File: src/rtl/host_port_pkg.sv
// Shared constants and types for the host port control register and its host
`default_nettype none
package host_port_pkg;

// ----------------------------------------
// Link register select codes
// ----------------------------------------
localparam logic [1:0] SEL_CTRL = 2'h0;
localparam logic [1:0] SEL_ADDR = 2'h1;
localparam logic [1:0] SEL_DATA_INC = 2'h2;
localparam logic [1:0] SEL_DATA = 2'h3;

// ----------------------------------------
// Control register layout (one halfword)
// ----------------------------------------
localparam int ORDER_BIT = 0;
localparam int H2C_BIT = 1;
localparam int C2H_BIT = 2;
localparam int READY_BIT = 3;
localparam int FETCH_BIT = 4;
localparam logic [15:0] CTRL_WR_MASK = 16'h0017;
localparam logic ORDER_RST = 1'b0;
localparam logic H2C_RST = 1'b0;
localparam logic C2H_RST = 1'b0;
localparam logic [31:0] ADDR_STEP = 32'h0000_0004;

// ----------------------------------------
// Host controller APB map
// ----------------------------------------
localparam logic [7:0] OFS_CMD = 8'h00;
localparam logic [7:0] OFS_WDATA = 8'h04;
localparam logic [7:0] OFS_RDATA = 8'h08;
localparam logic [7:0] OFS_STATUS = 8'h0c;
localparam logic [7:0] OFS_CONFIG = 8'h10;
localparam int CMD_SEL_LSB = 0;
localparam int CMD_WE_BIT = 2;
localparam int CMD_SECOND_BIT = 3;
localparam int CFG_FULL_BIT = 0;
localparam int CFG_CS_BIT = 1;
localparam int ST_BUSY_BIT = 0;
localparam int ST_READY_BIT = 1;
localparam int ST_IRQ_BIT = 2;
localparam logic [31:0] CONFIG_RST = 32'h0000_0000;

typedef enum logic [1:0] {PH_IDLE, PH_STROBE, PH_CAPTURE} host_phase_t;

endpackage
`default_nettype wire

File: src/rtl/host_port_if.sv
// Link between the external host and the device's host port
`timescale 1ns/1ps
`default_nettype none
interface host_port_if (
    input wire logic pclk,
    input wire logic presetn
);
    logic host_chip_select;
    logic full_width_mode;
    logic strobe;
    logic write_en;
    logic second_half;
    logic [1:0] reg_sel;
    logic [31:0] wdata;
    logic [31:0] rdata;
    logic host_ready;
    logic device_to_host_irq_n;

    modport dev (
        input pclk, presetn, host_chip_select, full_width_mode, strobe,
        input write_en, second_half, reg_sel, wdata,
        output rdata, host_ready, device_to_host_irq_n
    );
    modport host (
        input pclk, presetn, rdata, host_ready, device_to_host_irq_n,
        output host_chip_select, full_width_mode, strobe, write_en,
        output second_half, reg_sel, wdata
    );
endinterface
`default_nettype wire

File: src/rtl/halfword_lane.sv
// Halfword ordering for one 32-bit host-visible word
`timescale 1ns/1ps
`default_nettype none
module halfword_lane (
    input wire logic [31:0] word,
    input wire logic lsb_first,
    input wire logic full_width_mode,
    input wire logic second_half,
    input wire logic [31:0] new_word,
    input wire logic [15:0] held_half,
    output logic [31:0] read_word,
    output logic [31:0] write_word
);
    logic msb_now;

    always_comb begin
        // Order bit is simply unused in full width
        msb_now = lsb_first ? second_half : !second_half;
        if (full_width_mode) begin
            read_word = word;
            write_word = new_word;
        end else begin
            read_word = {16'h0000, msb_now ? word[31:16] : word[15:0]};
            write_word = lsb_first ? {new_word[15:0], held_half} : {held_half, new_word[15:0]};
        end
    end
endmodule
`default_nettype wire

File: src/rtl/host_port_device.sv
// Device end: control register, address/data registers and access engine
// Summary of operation
// - Reserved control bits always read zero
// - Host writes zero to writable reserved bits
// - Fetch bit write starts prefetch, reads zero
// - Ready bit low while access pending, unmasked
// - Interrupt pin is inverse of its bit
// - Order bit chooses which halfword comes first
// - Only host sets order, before first access
// - Full width mode ignores the order bit
// - Ready pin low while data access pending and selected
// - Host read: poll, address, fetch, poll, read
// - Postincrement read resumes at second poll
// - Host write: poll, address, then data
// - Host one sets host-to-core interrupt bit
// - Core one on clear interrupt does nothing
// - Core one on set interrupt clears it
// - Zero never changes host-to-core interrupt
// - Core one sets device-to-host interrupt
// - Host one clears device-to-host interrupt
// - Zero never changes device-to-host interrupt
// - Each half read samples interrupt bit afresh
// - Host sees control as two identical halves
// - Core writes only affect the lower halfword
// - Half mode: host sets interrupt in one half
`timescale 1ns/1ps
`default_nettype none
module host_port_device (
    host_port_if.dev link,
    input wire logic cpu_wr,
    input wire logic [3:0] cpu_wstrb,
    input wire logic [31:0] cpu_wdata,
    output logic [31:0] cpu_rdata,
    output logic host_to_core_irq,
    output logic mem_req,
    output logic mem_we,
    output logic [31:0] mem_addr,
    output logic [31:0] mem_wdata,
    input wire logic mem_ack,
    input wire logic [31:0] mem_rdata
);
    // ----------------------------------------
    // State
    // ----------------------------------------
    typedef struct packed {
        logic order;
        logic h2c;
        logic c2h;
        logic busy;
        logic wr_pend;
        logic inc;
        logic [31:0] addr;
        logic [31:0] data;
        logic [15:0] hold;
        logic [31:0] rdata;
    } dev_state_t;

    dev_state_t s_q;
    dev_state_t s_d;

    logic [15:0] ctrl_half;
    logic [15:0] w16;
    logic acc;
    logic host_wr;
    logic host_rd;
    logic last_half;
    logic ctrl_wr;
    logic cpu_lo;
    logic host_set_h2c;
    logic host_clr_c2h;
    logic cpu_clr_h2c;
    logic cpu_set_c2h;
    logic [31:0] addr_rd;
    logic [31:0] addr_wr;
    logic [31:0] data_rd;
    logic [31:0] data_wr;

    // ----------------------------------------
    // Halfword ordering
    // ----------------------------------------
    halfword_lane addr_lane (
        .word(s_q.addr),
        .lsb_first(s_q.order),
        .full_width_mode(link.full_width_mode),
        .second_half(link.second_half),
        .new_word(link.wdata),
        .held_half(s_q.hold),
        .read_word(addr_rd),
        .write_word(addr_wr)
    );

    halfword_lane data_lane (
        .word(s_q.data),
        .lsb_first(s_q.order),
        .full_width_mode(link.full_width_mode),
        .second_half(link.second_half),
        .new_word(link.wdata),
        .held_half(s_q.hold),
        .read_word(data_rd),
        .write_word(data_wr)
    );

    // Fetch bit and reserved bits are never stored
    function automatic logic [15:0] ctrl_view(input dev_state_t s);
        logic [15:0] v;
        v = 16'h0000;
        v[host_port_pkg::ORDER_BIT] = s.order;
        v[host_port_pkg::H2C_BIT] = s.h2c;
        v[host_port_pkg::C2H_BIT] = s.c2h;
        v[host_port_pkg::READY_BIT] = !s.busy;
        return v;
    endfunction

    // ----------------------------------------
    // Next state
    // ----------------------------------------
    always_comb begin
        s_d = s_q;
        ctrl_half = ctrl_view(s_q);
        acc = link.strobe && link.host_chip_select;
        host_wr = acc && link.write_en;
        host_rd = acc && !link.write_en;
        last_half = link.full_width_mode || link.second_half;
        ctrl_wr = host_wr && (link.reg_sel == host_port_pkg::SEL_CTRL);
        // Halves are identical, so the low half carries the write
        w16 = link.wdata[15:0];
        cpu_lo = cpu_wr && cpu_wstrb[0];
        host_set_h2c = ctrl_wr && w16[host_port_pkg::H2C_BIT];
        host_clr_c2h = ctrl_wr && w16[host_port_pkg::C2H_BIT];
        cpu_clr_h2c = cpu_lo && cpu_wdata[host_port_pkg::H2C_BIT] && s_q.h2c;
        cpu_set_c2h = cpu_lo && cpu_wdata[host_port_pkg::C2H_BIT];
        // Set wins over a clear in the same cycle
        s_d.h2c = host_set_h2c || (s_q.h2c && !cpu_clr_h2c);
        s_d.c2h = cpu_set_c2h || (s_q.c2h && !host_clr_c2h);

        if (ctrl_wr) begin
            s_d.order = w16[host_port_pkg::ORDER_BIT];
            if (w16[host_port_pkg::FETCH_BIT] && !s_q.busy) begin
                s_d.busy = 1'b1;
                s_d.wr_pend = 1'b0;
                s_d.inc = 1'b0;
            end
        end

        if (host_rd) begin
            unique case (link.reg_sel)
                host_port_pkg::SEL_CTRL: begin
                    s_d.rdata = link.full_width_mode ? {ctrl_half, ctrl_half} : {16'h0000, ctrl_half};
                end
                host_port_pkg::SEL_ADDR: begin
                    s_d.rdata = addr_rd;
                end
                host_port_pkg::SEL_DATA_INC, host_port_pkg::SEL_DATA: begin
                    s_d.rdata = data_rd;
                end
            endcase
        end

        // Address and data writes and postincrement steps are ignored while an access is pending; reads still return the register
        if (acc && !s_q.busy && (link.reg_sel != host_port_pkg::SEL_CTRL)) begin
            if (link.write_en && !last_half) begin
                s_d.hold = link.wdata[15:0];
            end else if (link.write_en && link.reg_sel == host_port_pkg::SEL_ADDR) begin
                s_d.addr = addr_wr;
            end else if (link.write_en) begin
                s_d.data = data_wr;
                s_d.busy = 1'b1;
                s_d.wr_pend = 1'b1;
                s_d.inc = link.reg_sel == host_port_pkg::SEL_DATA_INC;
            end else if (last_half && link.reg_sel == host_port_pkg::SEL_DATA_INC) begin
                // Postincrement read prefetches the next word at once
                s_d.addr = s_q.addr + host_port_pkg::ADDR_STEP;
                s_d.busy = 1'b1;
                s_d.wr_pend = 1'b0;
                s_d.inc = 1'b0;
            end
        end

        if (s_q.busy && mem_ack) begin
            s_d.busy = 1'b0;
            if (!s_q.wr_pend) begin
                s_d.data = mem_rdata;
            end
            if (s_q.inc) begin
                s_d.addr = s_q.addr + host_port_pkg::ADDR_STEP;
            end
        end
    end

    always_ff @(posedge link.pclk or negedge link.presetn) begin
        if (!link.presetn) begin
            s_q <= '0;
            s_q.order <= host_port_pkg::ORDER_RST;
            s_q.h2c <= host_port_pkg::H2C_RST;
            s_q.c2h <= host_port_pkg::C2H_RST;
        end else begin
            s_q <= s_d;
        end
    end

    // ----------------------------------------
    // Outputs
    // ----------------------------------------
    assign link.rdata = s_q.rdata;
    // Pin reads ready when not selected; the status bit is not masked
    assign link.host_ready = !s_q.busy || !link.host_chip_select;
    assign link.device_to_host_irq_n = !s_q.c2h;
    assign cpu_rdata = {16'h0000, ctrl_view(s_q)};
    assign host_to_core_irq = s_q.h2c;
    assign mem_req = s_q.busy;
    assign mem_we = s_q.wr_pend;
    // Low two address bits always act as zero
    assign mem_addr = {s_q.addr[31:2], 2'b00};
    assign mem_wdata = s_q.data;
endmodule
`default_nettype wire

File: src/flat_wrapper.sv
// flat-port wrapper written by rule: the top's interface ports become plain ports
module host_port_device_flat 
  (cpu_wr, cpu_wstrb, cpu_wdata, cpu_rdata, host_to_core_irq, mem_req, mem_we, mem_addr, mem_wdata, mem_ack, mem_rdata, pclk, presetn, link_host_chip_select, link_full_width_mode, link_strobe, link_write_en, link_second_half, link_reg_sel, link_wdata, link_rdata, link_host_ready, link_device_to_host_irq_n);
  host_port_if link_i (.pclk(pclk), .presetn(presetn));
  input wire logic cpu_wr;
  input wire logic [3:0] cpu_wstrb;
  input wire logic [31:0] cpu_wdata;
  output logic [31:0] cpu_rdata;
  output logic host_to_core_irq;
  output logic mem_req;
  output logic mem_we;
  output logic [31:0] mem_addr;
  output logic [31:0] mem_wdata;
  input wire logic mem_ack;
  input wire logic [31:0] mem_rdata;
  input wire logic pclk;
  input wire logic presetn;
  input wire logic [$bits(link_i.host_chip_select)-1:0] link_host_chip_select;
  input wire logic [$bits(link_i.full_width_mode)-1:0] link_full_width_mode;
  input wire logic [$bits(link_i.strobe)-1:0] link_strobe;
  input wire logic [$bits(link_i.write_en)-1:0] link_write_en;
  input wire logic [$bits(link_i.second_half)-1:0] link_second_half;
  input wire logic [$bits(link_i.reg_sel)-1:0] link_reg_sel;
  input wire logic [$bits(link_i.wdata)-1:0] link_wdata;
  output wire logic [$bits(link_i.rdata)-1:0] link_rdata;
  output wire logic [$bits(link_i.host_ready)-1:0] link_host_ready;
  output wire logic [$bits(link_i.device_to_host_irq_n)-1:0] link_device_to_host_irq_n;
  assign link_i.host_chip_select = link_host_chip_select;
  assign link_i.full_width_mode = link_full_width_mode;
  assign link_i.strobe = link_strobe;
  assign link_i.write_en = link_write_en;
  assign link_i.second_half = link_second_half;
  assign link_i.reg_sel = link_reg_sel;
  assign link_i.wdata = link_wdata;
  assign link_rdata = link_i.rdata;
  assign link_host_ready = link_i.host_ready;
  assign link_device_to_host_irq_n = link_i.device_to_host_irq_n;
  host_port_device u_core (.link(link_i), .cpu_wr(cpu_wr), .cpu_wstrb(cpu_wstrb), .cpu_wdata(cpu_wdata), .cpu_rdata(cpu_rdata), .host_to_core_irq(host_to_core_irq), .mem_req(mem_req), .mem_we(mem_we), .mem_addr(mem_addr), .mem_wdata(mem_wdata), .mem_ack(mem_ack), .mem_rdata(mem_rdata));
endmodule
File: config.mk
export PLATFORM = sky130hd
export DESIGN_NAME = host_port_device_flat
export DESIGN_NICKNAME = d
export VERILOG_FILES = /design/src/rtl/host_port_pkg.sv /design/src/rtl/host_port_if.sv /design/src/rtl/halfword_lane.sv /design/src/rtl/host_port_device.sv /design/src/flat_wrapper.sv
export SDC_FILE = /design/constraint.sdc
export NUM_CORES = 1
export LEC_CHECK = 0
export BUFFER_PORTS_ARGS = -buffer_cell sky130_fd_sc_hd__buf_2
export CELL_PAD_IN_SITES_DETAIL_PLACEMENT = 1
export CELL_PAD_IN_SITES_GLOBAL_PLACEMENT = 1
export CORE_MARGIN = 3
export CORE_UTILIZATION = 37
export CTS_BUF_LIST = sky130_fd_sc_hd__clkbuf_16
export DETAILED_ROUTE_END_ITERATION = 10
export PLACE_DENSITY = 0.77
export RECOVER_POWER = 100
export SYNTH_ARGS = -nofsm -noshare
export SYNTH_HDL_FRONTEND = slang
export SYNTH_SLANG_ARGS = --single-unit
File: constraint.sdc
create_clock -name pclk -period 2.15 [get_ports pclk]
set_clock_uncertainty 0.05 [all_clocks]
set_input_delay 0.43 -clock pclk [delete_from_list [all_inputs] [get_ports pclk]]
set_output_delay 0.43 -clock pclk [all_outputs]
set_load 0.01 [all_outputs]
# --- After elaboration in Yosys (flattened, before gate mapping) ---
# Index checks and enable logic that the tools add are counted.
word_totals:
  regBits: 118
  inputBits: 111
  out_inout_bits: 133
  elab_cells: 74
classes:
  addsub: 1
  n_eq_ne: 3
  mux: 25
  n_reduce_logical: 35
ops:
  columns: ["cell", "count"]
  rows:
  - ["32-bit 2-to-1 mux", 10]
  - ["32-bit case mux with 3 select lines", 1]
  - ["83-bit 2-to-1 mux", 1]
  - ["67-bit 2-to-1 mux", 1]
  - ["64-bit 2-to-1 mux", 1]
  - ["16-bit 2-to-1 mux", 3]
  - ["35-bit 2-to-1 mux", 1]
  - ["32-bit by 3-bit adder with 32-bit output (second input constant)", 1]
  - ["20-bit 2-to-1 mux", 1]
  - ["1-bit logical AND", 19]
  - ["3-bit 2-to-1 mux", 4]
  - ["1-bit zero test", 8]
  - ["2-bit equality test (second input constant)", 2]
  - ["1-bit logical OR", 4]
  - ["2-bit by 1-bit equality test with 1-bit output (second input constant)", 1]
  - ["2-bit zero test", 1]
  - ["1-bit 2-to-1 mux", 2]
  - ["2-bit AND reduction", 1]
  - ["2-bit nonzero test", 1]
  - ["2-bit OR reduction", 1]

# --- Longest topological paths before layout ---
depth:
  word_depth: 11
  mapped_depth: 8
  ltp_nobuf: 6

# --- Cells and area by module ---
# Synthesis repeated with hierarchy kept, for this count alone.
unflattened:
  hier_cells: 953
  hier_area_um2: 8657.1
by_module_without_submodules:
  columns: ["mod", "instances", "cells_each", "area_each_um2", "seq_area_each_um2"]
  rows:
  - ["host_port_device", 1, 735, 6865.3, 2952.8]
  - ["halfword_lane", 2, 109, 895.9, 0.0]

# --- Worst setup path after synthesis ---
# No wires, ideal clock.
synth_path:
  path_kind: "input to register"
  from: "input port link_reg_sel[0]"
  to: "register u_core.s_q, in the netlist u_core.mem_addr[6]"
  setup_time_ps: 126
  arrival_time_ps: 1942
  required_time_ps: 1974
  path_slack_ps: 32
  path_stages: 6
  path_buffers: 1
  cell_sequence: "buf_6 > or3b_4 > a2111oi_4 > nor2_2 > a21o_1 > a221o_1"
synth_lines:
  columns: ["item", "line", "text"]
  rows:
  - ["start, declared", "flat_wrapper.sv:23", "input wire logic [$bits(link_i.reg_sel)-1:0] link_reg_sel;"]
  - ["end, declared", "host_port_device.sv:58", "dev_state_t s_q;"]

# --- Worst setup path in the final report ---
layout_path:
  from: "register u_core.s_q, in the netlist u_core.cpu_rdata[0]"
  to: "register u_core.s_q, in the netlist u_core.link.rdata[14]"
layout_via:
  elab_chain_len: 4
  word_cells_on_any_way: 6
  classes_between: "6 x mux"
layout_lines:
  columns: ["item", "line", "text"]
  rows:
  - ["1-bit 2-to-1 mux (*)", "halfword_lane.sv:18", "msb_now = lsb_first ? second_half : !second_half;"]
  - ["16-bit 2-to-1 mux", "halfword_lane.sv:23", "read_word = {16'h0000, msb_now ? word[31:16] : word[15:0]};"]
  - ["32-bit 2-to-1 mux", "halfword_lane.sv:19", "if (full_width_mode) begin"]
  - ["32-bit case mux with 3 select lines (*)", "host_port_device.sv:146", "unique case (link.reg_sel)"]
# Every way passes the cells marked *; elsewhere a longest branch is shown, timed or not.
# A chain may end at the register's enable or synchronous reset.

==> out/results.ini <==
[sta]
finalMaxSlewViolations = 0
fin_hold_ws_ns = 0.160
setup_viol = 0
setup_tns_ns = 0
setup_ws_ns = 0.0808
period_share_pct = 96.2
worst_slew_pin_slew_ns = 0.783
max_slew_margin_pct = 47.8
layout_min_cycle_time_ns = 2.07
hold_violations = 0
rsz0062_at_grt = no
fmax_mhz = 483

[floorplan]
initial_core_util_pct = 37.8
rows = 51
chipHeight_um = 147
die_w_um = 147
die-area_um2 = 21700
core_um2 = 19500
ioPinCount = 244

[worst_hold_path]
min_path_type = primary input to register

[routing]
drt_iter0_drc = 494
viasPerCell = 5.59
drt-total-wl_um = 27500
drc = 0
wire_per_inst_um = 22.4
antenna_left = 0
vias = 6880
firstDrtPassIters = 5

[cts]
clk_pin_slew_worst_paths_ns = 0.06
clockBufferDepth = 2
h-tree-depth = 4
post_cts_buffers = 0
cts_inserted_buffers = 17
clkSinkCount = 118
cts_tree = done
root_buffer = clkbuf_16
insertion_delay_ns = 0.42
ctsResizeCount = 0

[synth]
synth_edf_count = 0
synth_cell_types = 57
syn_inst = 820
synth_top_area_cell = dfrtp_1
ys_ff_latch = 118
synth_warnings = 0
syn-cell-area_um2 = 7370
synth.avg_cell_area_um2 = 8.99
synth_flop_cell = dfrtp_1
synth_top_area_share_pct = 40.0
synth_area_leaders = dfrtp_1 40%, buf_4 13%, nand2_1 5.7%
async_flop_share_pct = 100
synth.most_common_cell = buf_4
synth_seq_area_share_pct = 40.0
ys_top_cells_by_count = 128 x buf_4, 118 x dfrtp_1, 112 x nand2_1

[run]
drv_cap = 0

[finish]
n_antenna_cell = 0
final_util_pct = 44.3
final_cells = 1231
final_area_um2 = 8650
fillers = 2412
final_nets = 1066
drive_above_1_share_pct = 22.9
syn2layout_area_growth_pct = 17.4

[run_status]
outcome = complete, no violations

[critical_path]
worst_path_max_delay_cell = a221oi_1
crit_required_ns = 2.41
cp_cell_sequence = clkbuf_1 -> xor2_1 -> nor2_2 -> buf_6 -> a221oi_1 -> a211oi_1 -> a21o_1
endpoint_kind = register
worstSetupPathType = register to register
max_stage_delay_ns = 0.41
crit_family = compound AO/OA/AOI/OAI gates
cp_max_fo = 32
critPathLaunchType = register
arrival_ns = 2.33
cp_num_buf_inv = 2

[global_routing]
grt_usage_pct = 25.3
grt_pass1_wl_um = 42300
grt_overflow = 0
grt_pass1_vias = 7033
antenna_found_initial = 0
grt_start_max_net_pins = 53

[place]
place_hpwl_um = 20800
place_congestion = 0.882
dp_cells = 1199
dp_slack_ns = -0.0247
dpl_cell_area_um2 = 8330
place.port_buffers = 180

[power]
power_mw = 10.3
p_leak_nw = 3.93
p_per_area_nw_per_um2 = 1190
ir_worst_vdd_mv = 0.549

-- registers in the layout, indices dropped and copies added (netlist names) --
name,count
u_core.mem_addr,30
u_core.link.rdata,32
u_core.mem_req,1
u_core.mem_we,1
u_core.cpu_rdata,2
u_core.mem_wdata,32
u_core.host_to_core_irq,1
u_core.s_q,19
-- cell families (layout without fill, tap and decap cells) --
| family | after synthesis | in the layout | synth area share [%] |
|---|---|---|---|
| AOI/OAI and AO/OA | 201 | 201 | 19.0 |
| xor gates and xnor gates | 6 | 6 | 0.713 |
| adders and majority gates | 1 | 1 | 0.170 |
| buffers and inverters | 185 | 302 | 16.3 |
| DFF | 118 | 118 | 40.0 |
| muxes | 53 | 53 | 7.60 |
| other | 1 | 30 | 0.0509 |
| and+or+nand+nor | 255 | 255 | 16.2 |
-- where the power goes --
group / internal [mW] / switching, mW
clock network: 1.78 / 1.05
logic: 1.46 / 2.24
registers: 2.99 / 0.793
-- layer usage --
| layer | GRT usage [%] | part of all wire [%] | vias to the layer above |
|---|---|---|---|
| met5 | 0 | 0 | - |
| met4 | 8.15 | 2.1 | 0 |
| met3 | 6.01 | 8.1 | 43 |
| met2 | 39.3 | 46 | 319 |
| met1 | 35.1 | 44 | 3431 |
| li1 | - | - | 3087 |
-- final timing paths --
kind | startpoint | end | slack [ns] | cells past startpoint
worst max-delay path | u_core.cpu_rdata[0] | u_core.link.rdata[14] | 0.08 | 7
worst min-delay path | mem_rdata[17] | u_core.mem_wdata[17] | 0.16 | 3
worst max register to register | u_core.cpu_rdata[0] | u_core.link.rdata[14] | 0.08 | 7
worst min register to register | u_core.link.rdata[18] | u_core.link.rdata[18] | 0.43 | 2
max in group asynchronous | presetn | u_core.mem_we | 0.24 | 3
min in group asynchronous | presetn | u_core.link.rdata[18] | 0.52 | 2
-- layout by cell type, fill, tap and decap left out, types with 5 or more instances in the layout --
| cell type | instances |
|---|---|
| a22o_1 | 5 |
| a221o_1 | 6 |
| nand3_1 | 57 |
| buf_4 | 51 |
| buf_12 | 6 |
| nand4_1 | 15 |
| clkbuf_16 | 17 |
| conb_1 | 30 |
| a22oi_1 | 20 |
| inv_1 | 8 |
| o221ai_1 | 7 |
| o21ai_1 | 5 |
| clkbuf_1 | 107 |
| xor2_1 | 6 |
| a21o_1 | 12 |
| a31oi_1 | 10 |
| o211ai_1 | 18 |
| dfrtp_1 | 118 |
| o21ai_0 | 63 |
| and3_1 | 8 |
| nand2_1 | 112 |
| clkbuf_4 | 5 |
| a211oi_1 | 15 |
| nor3_1 | 7 |
| mux2i_1 | 29 |
| a21oi_1 | 11 |
| mux2_2 | 24 |
| buf_2 | 91 |
| nor2_1 | 28 |
| a221oi_1 | 11 |
-- repair_timing --
| action | in CTS | in global routing |
|---|---|---|
| hold endpoints to repair | 24 | 0 |
| hold buffers | 1 | 0 |
| setup endpoints to repair | 0 | 0 |
-- worst reg2reg max path, stage by stage, from the launching register on --
cell and delay (ns):
dfrtp_1 0.38, clkbuf_1 0.36, xor2_1 0.22, nor2_2 0.05, buf_6 0.19, a221oi_1 0.43, a211oi_1 0.11, a21o_1 0.17
-- final cells by class --
cell class / instances / area (µm²) / area share (%)
tap: 265 / 332 / 3.83
timing repair buffer: 266 / 1440 / 16.6
clock inverter: 14 / 145 / 1.68
multi-input combinational: 546 / 3340 / 38.6
sequential: 118 / 2950 / 34.1
clock buffer: 17 / 425 / 4.92
inverter: 5 / 18.8 / 0.217
(Power assumes the default switching activity.)
